`src/hdl/ccl_regs.vh`:
```
// Register offsets, field positions, reset values and timing for the comparator control logic
// Operation
// - Raw result high when selected positive input exceeds selected negative input.
// - Mux enabled and converter off: channel codes 000-011 pick converter pins 0-3.
// - Mux disabled or converter enabled: dedicated negative pin feeds negative input.
// - Writing one to disable bit 7 powers comparator off, at any time.
// - Bandgap select bit 6 set substitutes bandgap for the positive input.
// - Raw result is synchronised before status bit, one to two cycles late.
// - Event flag sets when synchronised output shows the event chosen by mode.
// - Flag clears on vector taken or software writing one; zero leaves it.
// - Interrupt requested only with flag, enable bit 3 and global enable set.
// - Mode bits 1:0: 00 toggle, 10 falling, 11 rising, 01 reserved.
// - Reserved control bit 2 and input disable bits 7:6 read zero.
// - Pin input-disable bits 5:4 turn off buffer; port status reads zero.
`ifndef CCL_REGS_VH
`define CCL_REGS_VH

// Register word indices; the bus byte address is four times the index
`define CCL_ADDR_CONV_B       4'h3
`define CCL_ADDR_COMP_CS      4'h8
`define CCL_ADDR_DIDR         4'h9
`define CCL_ADDR_CONV_A       4'hA
`define CCL_ADDR_CONV_CHAN    4'hB
`define CCL_ADDR_STATUS_WORD  4'hC

`define CCL_CONV_B_MUXEN      6
`define CCL_CONV_B_WMASK      8'h57
`define CCL_CONV_A_EN         7
`define CCL_CS_DISABLE        7
`define CCL_CS_BANDGAP        6
`define CCL_CS_OUT            5
`define CCL_CS_FLAG           4
`define CCL_CS_IRQEN          3
`define CCL_CS_WMASK          8'hCB
`define CCL_DIDR_WMASK        8'h30
`define CCL_DIDR_NEG          5
`define CCL_DIDR_POS          4
`define CCL_SW_GLOBAL_IE      7

`define CCL_MODE_TOGGLE       2'h0
`define CCL_MODE_FALL         2'h2
`define CCL_MODE_RISE         2'h3

`define CCL_RESET_BYTE        8'h00
`define CCL_SYNC_STAGES       2

`endif

```
`src/hdl/ccl_comparator_control.v`:
```
// Comparator control logic: input steering, power, output sync, events and AXI4-Lite registers
//
// Added by the designer: register access over AXI4-Lite.
`timescale 1ns/1ps
`default_nettype none
`include "ccl_regs.vh"

module ccl_comparator_control #(
    parameter                   ADDR_W = 6
) (
    input  wire                 aclk,
    input  wire                 aresetn,
    input  wire [ADDR_W-1:0]    s_axi_awaddr,
    input  wire                 s_axi_awvalid,
    output reg                  s_axi_awready,
    input  wire [31:0]          s_axi_wdata,
    input  wire [3:0]           s_axi_wstrb,
    input  wire                 s_axi_wvalid,
    output reg                  s_axi_wready,
    output reg  [1:0]           s_axi_bresp,
    output reg                  s_axi_bvalid,
    input  wire                 s_axi_bready,
    input  wire [ADDR_W-1:0]    s_axi_araddr,
    input  wire                 s_axi_arvalid,
    output reg                  s_axi_arready,
    output reg  [31:0]          s_axi_rdata,
    output reg  [1:0]           s_axi_rresp,
    output reg                  s_axi_rvalid,
    input  wire                 s_axi_rready,
    input  wire                 positive_input_pin,
    input  wire                 negative_input_pin,
    input  wire [3:0]           converter_pin,
    input  wire                 bandgap_level,
    input  wire                 positive_pin_digital,
    input  wire                 negative_pin_digital,
    input  wire                 vector_taken,
    output reg                  comparator_power_off,
    output reg                  positive_pin_input_off,
    output reg                  negative_pin_input_off,
    output reg                  positive_pin_status,
    output reg                  negative_pin_status,
    output reg                  comparator_irq
);

    // Word index decode of the AXI byte address, unaligned addresses miss
    function is_addr;
        input [ADDR_W-1:0] a;
        input [ADDR_W-3:0] idx;
        begin
            is_addr = (a[1:0] == 2'b00) && (a[ADDR_W-1:2] == idx);
        end
    endfunction

    // Masked byte update from a write word
    function [7:0] merge_byte;
        input [7:0] old;
        input [7:0] new_val;
        input [7:0] mask;
        begin
            merge_byte = (old & ~mask) | (new_val & mask);
        end
    endfunction

    reg  [7:0]          conv_b_reg;
    reg  [7:0]          conv_a_reg;
    reg  [7:0]          conv_chan_reg;
    reg  [7:0]          status_word_reg;
    reg  [7:0]          didr_reg;
    reg                 comp_disable_reg;
    reg                 bandgap_sel_reg;
    reg                 irq_en_reg;
    reg  [1:0]          event_mode_reg;
    reg                 event_flag_reg;
    reg                 event_flag_next;
    reg                 sync1_reg;
    reg                 sync2_reg;
    reg                 sync_prev_reg;
    reg                 aw_held_reg;
    reg                 w_held_reg;
    reg  [ADDR_W-1:0]   aw_addr_reg;
    reg  [31:0]         w_data_reg;
    reg  [3:0]          w_strb_reg;

    wire                positive_sel;
    wire                negative_sel;
    wire                raw_result;
    wire                rise_evt;
    wire                fall_evt;
    reg                 event_hit;
    wire                do_write;
    wire [7:0]          wbyte;
    wire                wlane;
    wire [7:0]          cs_view;

    // Positive input: bandgap or dedicated pin
    assign positive_sel = bandgap_sel_reg ? bandgap_level : positive_input_pin;

    // Negative input: shared converter pins only with mux on and converter off
    assign negative_sel = (conv_b_reg[`CCL_CONV_B_MUXEN] && !conv_a_reg[`CCL_CONV_A_EN]
                           && !conv_chan_reg[2]) ? converter_pin[conv_chan_reg[1:0]]
                                                 : negative_input_pin;

    // Digital model of the analog compare
    assign raw_result = positive_sel & ~negative_sel;

    // Two-stage synchroniser, frozen while powered down
    always @(posedge aclk) begin
        if (!aresetn) begin
            sync1_reg     <= 1'b0;
            sync2_reg     <= 1'b0;
            sync_prev_reg <= 1'b0;
        end else if (!comp_disable_reg) begin
            sync1_reg     <= raw_result;
            sync2_reg     <= sync1_reg;
            sync_prev_reg <= sync2_reg;
        end
    end

    // Edge detection against previous synchronised value
    assign rise_evt = sync2_reg & ~sync_prev_reg;
    assign fall_evt = ~sync2_reg & sync_prev_reg;

    // Event selection by mode
    always @* begin
        case (event_mode_reg)
            `CCL_MODE_TOGGLE: event_hit = rise_evt | fall_evt;
            `CCL_MODE_FALL:   event_hit = fall_evt;
            `CCL_MODE_RISE:   event_hit = rise_evt;
            default:          event_hit = 1'b0;
        endcase
    end

    // Write channel capture, address and data in either order
    assign do_write = aw_held_reg && w_held_reg && !s_axi_bvalid;
    assign wbyte    = w_data_reg[7:0];
    assign wlane    = w_strb_reg[0];

    always @(posedge aclk) begin
        if (!aresetn) begin
            aw_held_reg   <= 1'b0;
            w_held_reg    <= 1'b0;
            aw_addr_reg   <= {ADDR_W{1'b0}};
            w_data_reg    <= 32'h00000000;
            w_strb_reg    <= 4'h0;
            s_axi_awready <= 1'b0;
            s_axi_wready  <= 1'b0;
            s_axi_bvalid  <= 1'b0;
            s_axi_bresp   <= 2'h0;
        end else begin
            s_axi_awready <= 1'b0;
            s_axi_wready  <= 1'b0;
            if (s_axi_awvalid && !aw_held_reg && !s_axi_awready) begin
                s_axi_awready <= 1'b1;
                aw_held_reg   <= 1'b1;
                aw_addr_reg   <= s_axi_awaddr;
            end
            if (s_axi_wvalid && !w_held_reg && !s_axi_wready) begin
                s_axi_wready <= 1'b1;
                w_held_reg   <= 1'b1;
                w_data_reg   <= s_axi_wdata;
                w_strb_reg   <= s_axi_wstrb;
            end
            if (do_write) begin
                s_axi_bvalid <= 1'b1;
                s_axi_bresp  <= (is_addr(aw_addr_reg, `CCL_ADDR_CONV_B) || is_addr(aw_addr_reg, `CCL_ADDR_COMP_CS)
                                 || is_addr(aw_addr_reg, `CCL_ADDR_DIDR) || is_addr(aw_addr_reg, `CCL_ADDR_CONV_A)
                                 || is_addr(aw_addr_reg, `CCL_ADDR_CONV_CHAN)
                                 || is_addr(aw_addr_reg, `CCL_ADDR_STATUS_WORD)) ? 2'h0 : 2'h2;
            end else if (s_axi_bvalid && s_axi_bready) begin
                s_axi_bvalid <= 1'b0;
                aw_held_reg  <= 1'b0;
                w_held_reg   <= 1'b0;
            end
        end
    end

    // Event flag: hardware set wins over any clear
    always @* begin
        event_flag_next = event_flag_reg;
        if (vector_taken) begin
            event_flag_next = 1'b0;
        end
        if (do_write && wlane && is_addr(aw_addr_reg, `CCL_ADDR_COMP_CS) && wbyte[`CCL_CS_FLAG]) begin
            event_flag_next = 1'b0;
        end
        if (event_hit && !comp_disable_reg) begin
            event_flag_next = 1'b1;
        end
    end

    // Control register storage
    always @(posedge aclk) begin
        if (!aresetn) begin
            conv_b_reg       <= `CCL_RESET_BYTE;
            conv_a_reg       <= `CCL_RESET_BYTE;
            conv_chan_reg    <= `CCL_RESET_BYTE;
            status_word_reg  <= `CCL_RESET_BYTE;
            didr_reg         <= `CCL_RESET_BYTE;
            comp_disable_reg <= 1'b0;
            bandgap_sel_reg  <= 1'b0;
            irq_en_reg       <= 1'b0;
            event_mode_reg   <= 2'h0;
            event_flag_reg   <= 1'b0;
        end else begin
            event_flag_reg <= event_flag_next;
            if (do_write && wlane) begin
                if (is_addr(aw_addr_reg, `CCL_ADDR_CONV_B)) begin
                    conv_b_reg <= merge_byte(conv_b_reg, wbyte, `CCL_CONV_B_WMASK);
                end
                if (is_addr(aw_addr_reg, `CCL_ADDR_CONV_A)) begin
                    conv_a_reg <= wbyte;
                end
                if (is_addr(aw_addr_reg, `CCL_ADDR_CONV_CHAN)) begin
                    conv_chan_reg <= wbyte;
                end
                if (is_addr(aw_addr_reg, `CCL_ADDR_STATUS_WORD)) begin
                    status_word_reg <= wbyte;
                end
                if (is_addr(aw_addr_reg, `CCL_ADDR_DIDR)) begin
                    didr_reg <= merge_byte(didr_reg, wbyte, `CCL_DIDR_WMASK);
                end
                if (is_addr(aw_addr_reg, `CCL_ADDR_COMP_CS)) begin
                    comp_disable_reg <= wbyte[`CCL_CS_DISABLE];
                    bandgap_sel_reg  <= wbyte[`CCL_CS_BANDGAP];
                    irq_en_reg       <= wbyte[`CCL_CS_IRQEN];
                    event_mode_reg   <= wbyte[1:0];
                end
            end
        end
    end

    // Comparator control/status view, reserved bit 2 reads zero
    assign cs_view = {comp_disable_reg, bandgap_sel_reg, sync2_reg, event_flag_reg,
                      irq_en_reg, 1'b0, event_mode_reg};

    // Read channel
    always @(posedge aclk) begin
        if (!aresetn) begin
            s_axi_arready <= 1'b0;
            s_axi_rvalid  <= 1'b0;
            s_axi_rdata   <= 32'h00000000;
            s_axi_rresp   <= 2'h0;
        end else begin
            s_axi_arready <= 1'b0;
            if (s_axi_rvalid) begin
                if (s_axi_rready) begin
                    s_axi_rvalid <= 1'b0;
                end
            end else if (s_axi_arvalid && !s_axi_arready) begin
                s_axi_arready <= 1'b1;
                s_axi_rvalid  <= 1'b1;
                s_axi_rresp   <= 2'h0;
                if (is_addr(s_axi_araddr, `CCL_ADDR_CONV_B)) begin
                    s_axi_rdata <= {24'h000000, conv_b_reg};
                end else if (is_addr(s_axi_araddr, `CCL_ADDR_COMP_CS)) begin
                    s_axi_rdata <= {24'h000000, cs_view};
                end else if (is_addr(s_axi_araddr, `CCL_ADDR_DIDR)) begin
                    s_axi_rdata <= {24'h000000, didr_reg};
                end else if (is_addr(s_axi_araddr, `CCL_ADDR_CONV_A)) begin
                    s_axi_rdata <= {24'h000000, conv_a_reg};
                end else if (is_addr(s_axi_araddr, `CCL_ADDR_CONV_CHAN)) begin
                    s_axi_rdata <= {24'h000000, conv_chan_reg};
                end else if (is_addr(s_axi_araddr, `CCL_ADDR_STATUS_WORD)) begin
                    s_axi_rdata <= {24'h000000, status_word_reg};
                end else begin
                    s_axi_rdata <= 32'h00000000;
                    s_axi_rresp <= 2'h2;
                end
            end
        end
    end

    // Pin-side outputs, all registered
    always @(posedge aclk) begin
        if (!aresetn) begin
            comparator_power_off   <= 1'b0;
            positive_pin_input_off <= 1'b0;
            negative_pin_input_off <= 1'b0;
            positive_pin_status    <= 1'b0;
            negative_pin_status    <= 1'b0;
            comparator_irq         <= 1'b0;
        end else begin
            comparator_power_off   <= comp_disable_reg;
            positive_pin_input_off <= didr_reg[`CCL_DIDR_POS];
            negative_pin_input_off <= didr_reg[`CCL_DIDR_NEG];
            positive_pin_status    <= positive_pin_digital & ~didr_reg[`CCL_DIDR_POS];
            negative_pin_status    <= negative_pin_digital & ~didr_reg[`CCL_DIDR_NEG];
            comparator_irq         <= event_flag_next & irq_en_reg
                                      & status_word_reg[`CCL_SW_GLOBAL_IE];
        end
    end

endmodule
`default_nettype wire

```
`config.mk`:
```
export PLATFORM = sky130hd
export DESIGN_NAME = ccl_comparator_control
export DESIGN_NICKNAME = d
export VERILOG_FILES = /design/src/hdl/ccl_comparator_control.v
export VERILOG_INCLUDE_DIRS = /design/src /design/src/hdl
export SDC_FILE = /design/constraint.sdc
export NUM_CORES = 1
export LEC_CHECK = 0
export ABC_AREA = 1
export BUFFER_PORTS_ARGS = -buffer_cell sky130_fd_sc_hd__buf_2
export CAP_MARGIN = 20
export CORE_ASPECT_RATIO = 1.5
export CORE_MARGIN = 10
export CORE_UTILIZATION = 30
export DETAILED_ROUTE_END_ITERATION = 8
export GPL_TIMING_DRIVEN = 0
export SYNTH_ARGS = -nofsm -noshare
export SYNTH_HDL_FRONTEND = slang
export SYNTH_SLANG_ARGS = --single-unit
```
`constraint.sdc`:
```
create_clock -name aclk -period 2 [get_ports aclk]
set_clock_uncertainty 0.2 [all_clocks]
set_input_delay 0.4 -clock aclk [delete_from_list [all_inputs] [get_ports aclk]]
set_output_delay 0.4 -clock aclk [all_outputs]
set_load 0.05 [all_outputs]
```
Yosys cells after proc, flatten, opt, wreduce, memory -nomap -nowiden:

Cells that the tools add are included.

* $lt $le $gt $ge: 1
* eq/ne operators: 14
* mux-type cells: 34
* bitwise gates (word level): 17
* reductions and logical operators: 52

Operators with widths (number)
* $mux 8: 6
* $eq 4x4->1 const B: 10
* $logic_and 1x1->1: 26
* $mux 1: 19
* $mux 2: 7
* $reduce_and 2->1: 7
* $logic_not 1->1: 9
* $eq 4x2->1 const B: 2
* $or 8x6->8: 1
* $or 8x7->8: 1
* $and 1x1->1: 7
* $not 1->1: 7
* $logic_not 2->1: 3
* $logic_or 1x1->1: 5
* $eq 2x2->1 const B: 2
* $lt 2x3->1 const B: 1
* $pmux 1 s3: 1
* $bmux 1 s2: 1
* $reduce_bool 2->1: 1
* $reduce_or 2->1: 1
* $or 1x1->1: 1

* register bits after elaboration: 113
* input port bits: 65
* output and inout bits: 47
* logic and storage cells: 150

Depth between registers and ports, before layout:

* depth in word-level cells: 9
* gate-level depth with buffers: 9
* depth with buffers taken out: 9

Worst setup path before layout:

OpenSTA, ideal clock, no wires.

* path type: register -> register
* start point: register s_axi_bvalid
* end point: register conv_chan_reg[1]
* setup time: 0.070 ns
* data arrival time: 1.372 ns
* required time: 1.730 ns
* slack: 0.358 ns
* cell stages (with the launch flop): 8
* buffers on the path: 1
* clock period less this slack: 1.642 ns
* cells stage by stage: dfxtp_1 > nor2_4 > nand2_4 > clkinv_4 > nand3_4 > buf_6 > o21ai_0 > a21oi_1

* word-level cells in the longest chain between the ends: 4

Ends and longest elaborated chain
* start, declared: RTL line ccl_comparator_control.v:21 `output reg s_axi_bvalid,`
* start signal, assigned: RTL line ccl_comparator_control.v:147 `s_axi_bvalid <= 1'b0;`
* start signal, assigned: RTL line ccl_comparator_control.v:164 `s_axi_bvalid <= 1'b1;`
* start signal, assigned: RTL line ccl_comparator_control.v:170 `s_axi_bvalid <= 1'b0;`
* $logic_not 1->1: RTL line ccl_comparator_control.v:134 `assign do_write = aw_held_reg && w_held_reg && !s_axi_bvalid;`
* $logic_and 1x1->1: RTL line ccl_comparator_control.v:134
* $logic_and 1x1->1: RTL line ccl_comparator_control.v:206 `if (do_write && wlane) begin`
* $reduce_and 2->1 (no source line)
* end signal, assigned: RTL line ccl_comparator_control.v:196 `` conv_chan_reg <= `CCL_RESET_BYTE; ``
* end signal, assigned: RTL line ccl_comparator_control.v:214 `conv_chan_reg <= wbyte;`
* end, declared: RTL line ccl_comparator_control.v:66 `reg [7:0] conv_chan_reg;`

No other way between the ends.
A chain may end at the register's enable or synchronous reset.

Final worst setup path:

* start point: register aw_addr_reg[0]
* end point: register conv_a_reg[1]

* word-level cells in the longest chain between the ends: 3

Ends and longest elaborated chain
* start, declared: RTL line ccl_comparator_control.v:80 `reg [ADDR_W-1:0] aw_addr_reg;`
* start signal, assigned: RTL line ccl_comparator_control.v:142 `aw_addr_reg <= {ADDR_W{1'b0}};`
* start signal, assigned: RTL line ccl_comparator_control.v:155 `aw_addr_reg <= s_axi_awaddr;`
* $logic_not 2->1: RTL line ccl_comparator_control.v:50 `is_addr = (a[1:0] == 2'b00) && (a[ADDR_W-1:2] == idx);`
* $logic_and 1x1->1: RTL line ccl_comparator_control.v:50
* $reduce_and 2->1 (no source line)
* end signal, assigned: RTL line ccl_comparator_control.v:195 `` conv_a_reg <= `CCL_RESET_BYTE; ``
* end signal, assigned: RTL line ccl_comparator_control.v:211 `conv_a_reg <= wbyte;`
* end, declared: RTL line ccl_comparator_control.v:65 `reg [7:0] conv_a_reg;`

No other way between the ends.

==> summary.md <==
| Metric | Value |
|---|---|
| Status | `complete, no violations` |
| Mapped Cells | `449` |
| Synth Flop Type | `dfxtp_1` |
| Final setup fails | `0` |
| Mapped Area | `about 0.0035 mm2` |
| Worst-Skew Late Latency | `roughly 0.34 ns` |
| Power Dens Cells | `approximately 940 mW/mm2` |
| Sw frac | `24.9%` |
| Critical path required time | `~2 ns` |
| Gate family responsible for the most delay along the worst path | `simple AND/OR/NAND/NOR gates` |
| CP endpoint kind | `flip-flop` |
| Seq cells post-synth | `between 70 and 80` |
| Sequential fraction of the synthesis area | `between 40 and 50%` |
| Logic pwr share | `12.1%` |
| TritonCTS Buffers | `9` |
| Maximum clock frequency | `0.607 GHz` |
| Fin crit period | `1.65 ns` |
| Reg-to-Reg End | `conv_a_reg[1]` |
| # Post-CTS Setup Buffers | `0` |
| R2R depth | `7` |
| Net switching power | `between 1 and 1.5 mW` |
| Pleak | `1.98 nW` |
| Worst hold endpoint | `s_axi_rvalid` |
| HPWL Detailed | `approximately 8.0 mm` |
| Kind of critical path | `reg2reg` |
| Final hold violation count | `0` |
| RSZ-0062 raised after global routing | `false` |
| CP max FO | `10` |
| Post-route ant nets | `0` |
| All-Layer GR Usage | `about an eighth` |
| Crit-path cells | `nor2_4 -> nand3_2 -> inv_2 -> nand4_4 -> buf_6 -> a21oi_1 -> nor2_1` |
| Clock sinks | `78` |
| DRC | `0` |
| GPL Wtd Cong | `about 0.88` |
| Iter 0 DRT Violations | `161` |
| Worst Hold Path Cells | `2` |
| Clock root buffer | `clkbuf_16` |
| Ports | `112` |
| Port Buffers | `57` |
| Initial antenna violation count | `0` |
| Most frequent cell after synthesis | `dfxtp_1` |
| Post-CTS Hold Fix Bufs | `0` |
| CTS tree | `yes` |
| # diodes | `0` |
| Hold WC Path Type | `in2reg` |
| Synth cell count leaders | `dfxtp_1, a21oi_1, nand2_1, nor2_1` |
| Avg Cell Area, Syn | `roughly 7.8 um2` |
| Slowest cell on crit path | `dfxtp_1` |
| Global-route wire length before repair | `about 16 mm` |
| Drt total wl | `just under 10 mm` |
| Synth area leaders | `dfxtp_1, a21oi_1, o21ai_0, buf_4, nand2_1` |
| Largest net degree at the start of global routing | `14` |
| Die area | `0.0164 mm2` |
| Nets@finish | `609` |
| Fin crit share | `roughly 80%` |
| R2r setup slk | `between 0.3 and 0.4 ns` |
| Avg Vias per Cell | `4.40` |
| Pin slew with the least headroom to its limit | `between 0.6 and 0.7 ns` |
| Die height | `152 um` |
| Clock Tree Buf Depth | `2` |
| Delay of the slowest cell on the worst path | `roughly 0.33 ns` |
| Vias in the first global route | `~3200` |
| EDFF count, synth | `0` |
| Critical path arrival | `between 1.5 and 2 ns` |
| Max VDD drop | `0.000545 V` |
| Hold slack | `0.0690 ns` |
| Yosys cell types | `36` |
| Flop pwr share | `between 30% and 40%` |
| Initial DRT Pass Iterations | `4` |
| Largest area contributor in the netlist | `dfxtp_1` |
| Initial core utilization | `30.5%` |
| WP depth | `7` |
| Post-CTS Resized | `0` |
| Final Slew Violations | `0` |
| Core area | `0.0114 mm2` |
| CP Launch Type | `flip-flop` |
| P_int | `between 3 and 4 mW` |
| Final TNS setup | `0 ns` |
| Post-synth ARST share | `0%` |
| FP Rows | `between 40 and 50` |
| Clk pwr share | `slightly below 50%` |
| GRT Residual Overflow | `0` |
| Area Growth Syn to Fin | `27.0%` |
| Clk slew on worst S/H paths | `around 0.060 ns` |
| Hold path start | `s_axi_rready` |
| Worst r2r src | `aw_addr_reg[0]` |
| Maxcap violations | `0` |
| WP buf/inv | `2` |
| Ys Warns | `0` |
| Wire length per cell | `between 10 and 15 um` |
| Top-area cell type share of the netlist area | `44.9%` |
| Total number of vias | `between 3000 and 4000` |
| Worst rel slew slack | `a little under 60%` |
| Depth of the CTS H-tree | `3` |
| Die X | `~110 um` |
| Layout cells sized above 1 | `23.8%` |
[routing by layer]
metal | global-route usage [%] | wire, um | vias up | share of wire (%)
li1 | - | - | 1614 | -
met1 | 12.5 | 3840 | 1347 | 39
met2 | 21.1 | 4950 | 87 | 50
met3 | 4.11 | 619 | 19 | 6.3
met4 | 7.02 | 393 | 0 | 4.0
met5 | 0 | 0 | - | 0
[power groups by stage]
stage	clock network [mW]	registers, mW	logic, mW
after floorplan	0	1.75	0.320
after global placement	0	1.69	0.496
final	2.01	1.65	0.502
after CTS	2.05	1.65	0.504
after detailed placement	0	1.69	0.503
after global routing	2.12	1.66	0.553
[cell type report]
type	instances	area, um2
Tap cell	150	188
Clock buffer	10	239
Multi-Input combinational cell	306	1540
Inverter	49	189
Buffer	41	283
Fill cell	1245	6990
Timing Repair Buffer	57	285
Clock inverter	6	133
Sequential cell	78	1560
[worst reg2reg max path, cell delays in order (launching register included)]
cell     delay (ns)
dfxtp_1        0.33
nor2_4         0.16
nand3_2        0.10
inv_2          0.15
nand4_4        0.19
buf_6          0.20
a21oi_1        0.14
nor2_1         0.05
[metrics by stage]
step | setup slack [ns] | instances | utilization [%] | power [mW] | instance area (um2)
CTS | 0.339 | 697 | 38.7 | 4.21 | 4420
global placement | 0.230 | 681 | 35.5 | 2.18 | 4050
detailed placement | 0.192 | 681 | 35.5 | 2.19 | 4050
global route | 0.216 | 697 | 38.7 | 4.33 | 4420
finish | 0.352 | 697 | 38.7 | 4.16 | 4420
floorplan | 0.358 | 474 | - | 2.07 | 3570
[cells in the final DEF (no fill, tap or decap), drive strengths merged, types with 11 or more instances in the layout]
| cell | synthesis | final |
|---|---|---|
| inv | 48 | 48 |
| buf | 32 | 89 |
| nand4 | 11 | 11 |
| a21oi | 65 | 65 |
| nor2 | 65 | 65 |
| conb | 1 | 26 |
| o21ai | 51 | 51 |
| nand2 | 57 | 57 |
| clkbuf | 9 | 19 |
| dfxtp | 78 | 78 |
| nand3 | 17 | 17 |
[logic make-up (layout without fill, tap and decap cells)]
logic type,after synthesis,count (layout),share of synthesized area [%]
buffers and inverters,90,163,13.6
other,1,26,0.108
AO/OA/AOI/OAI,122,122,18.0
flip-flops,78,78,44.9
AND/OR/NAND/NOR,156,156,22.8
adder cells (fa/ha/maj),2,2,0.719
[worst max path at each step]
stage | startpoint | to
6_report | aw_addr_reg[0] | conv_a_reg[1]
5_1_grt | aw_addr_reg[0] | conv_a_reg[1]
4_1_cts | s_axi_bvalid | s_axi_bvalid
3_5_place_dp | s_axi_araddr[3] | s_axi_rdata[7]
3_3_place_gp | s_axi_araddr[3] | s_axi_rdata[7]
2_1_floorplan | s_axi_bvalid | conv_chan_reg[1]
No activity file was read; power rests on OpenSTA's default activity.
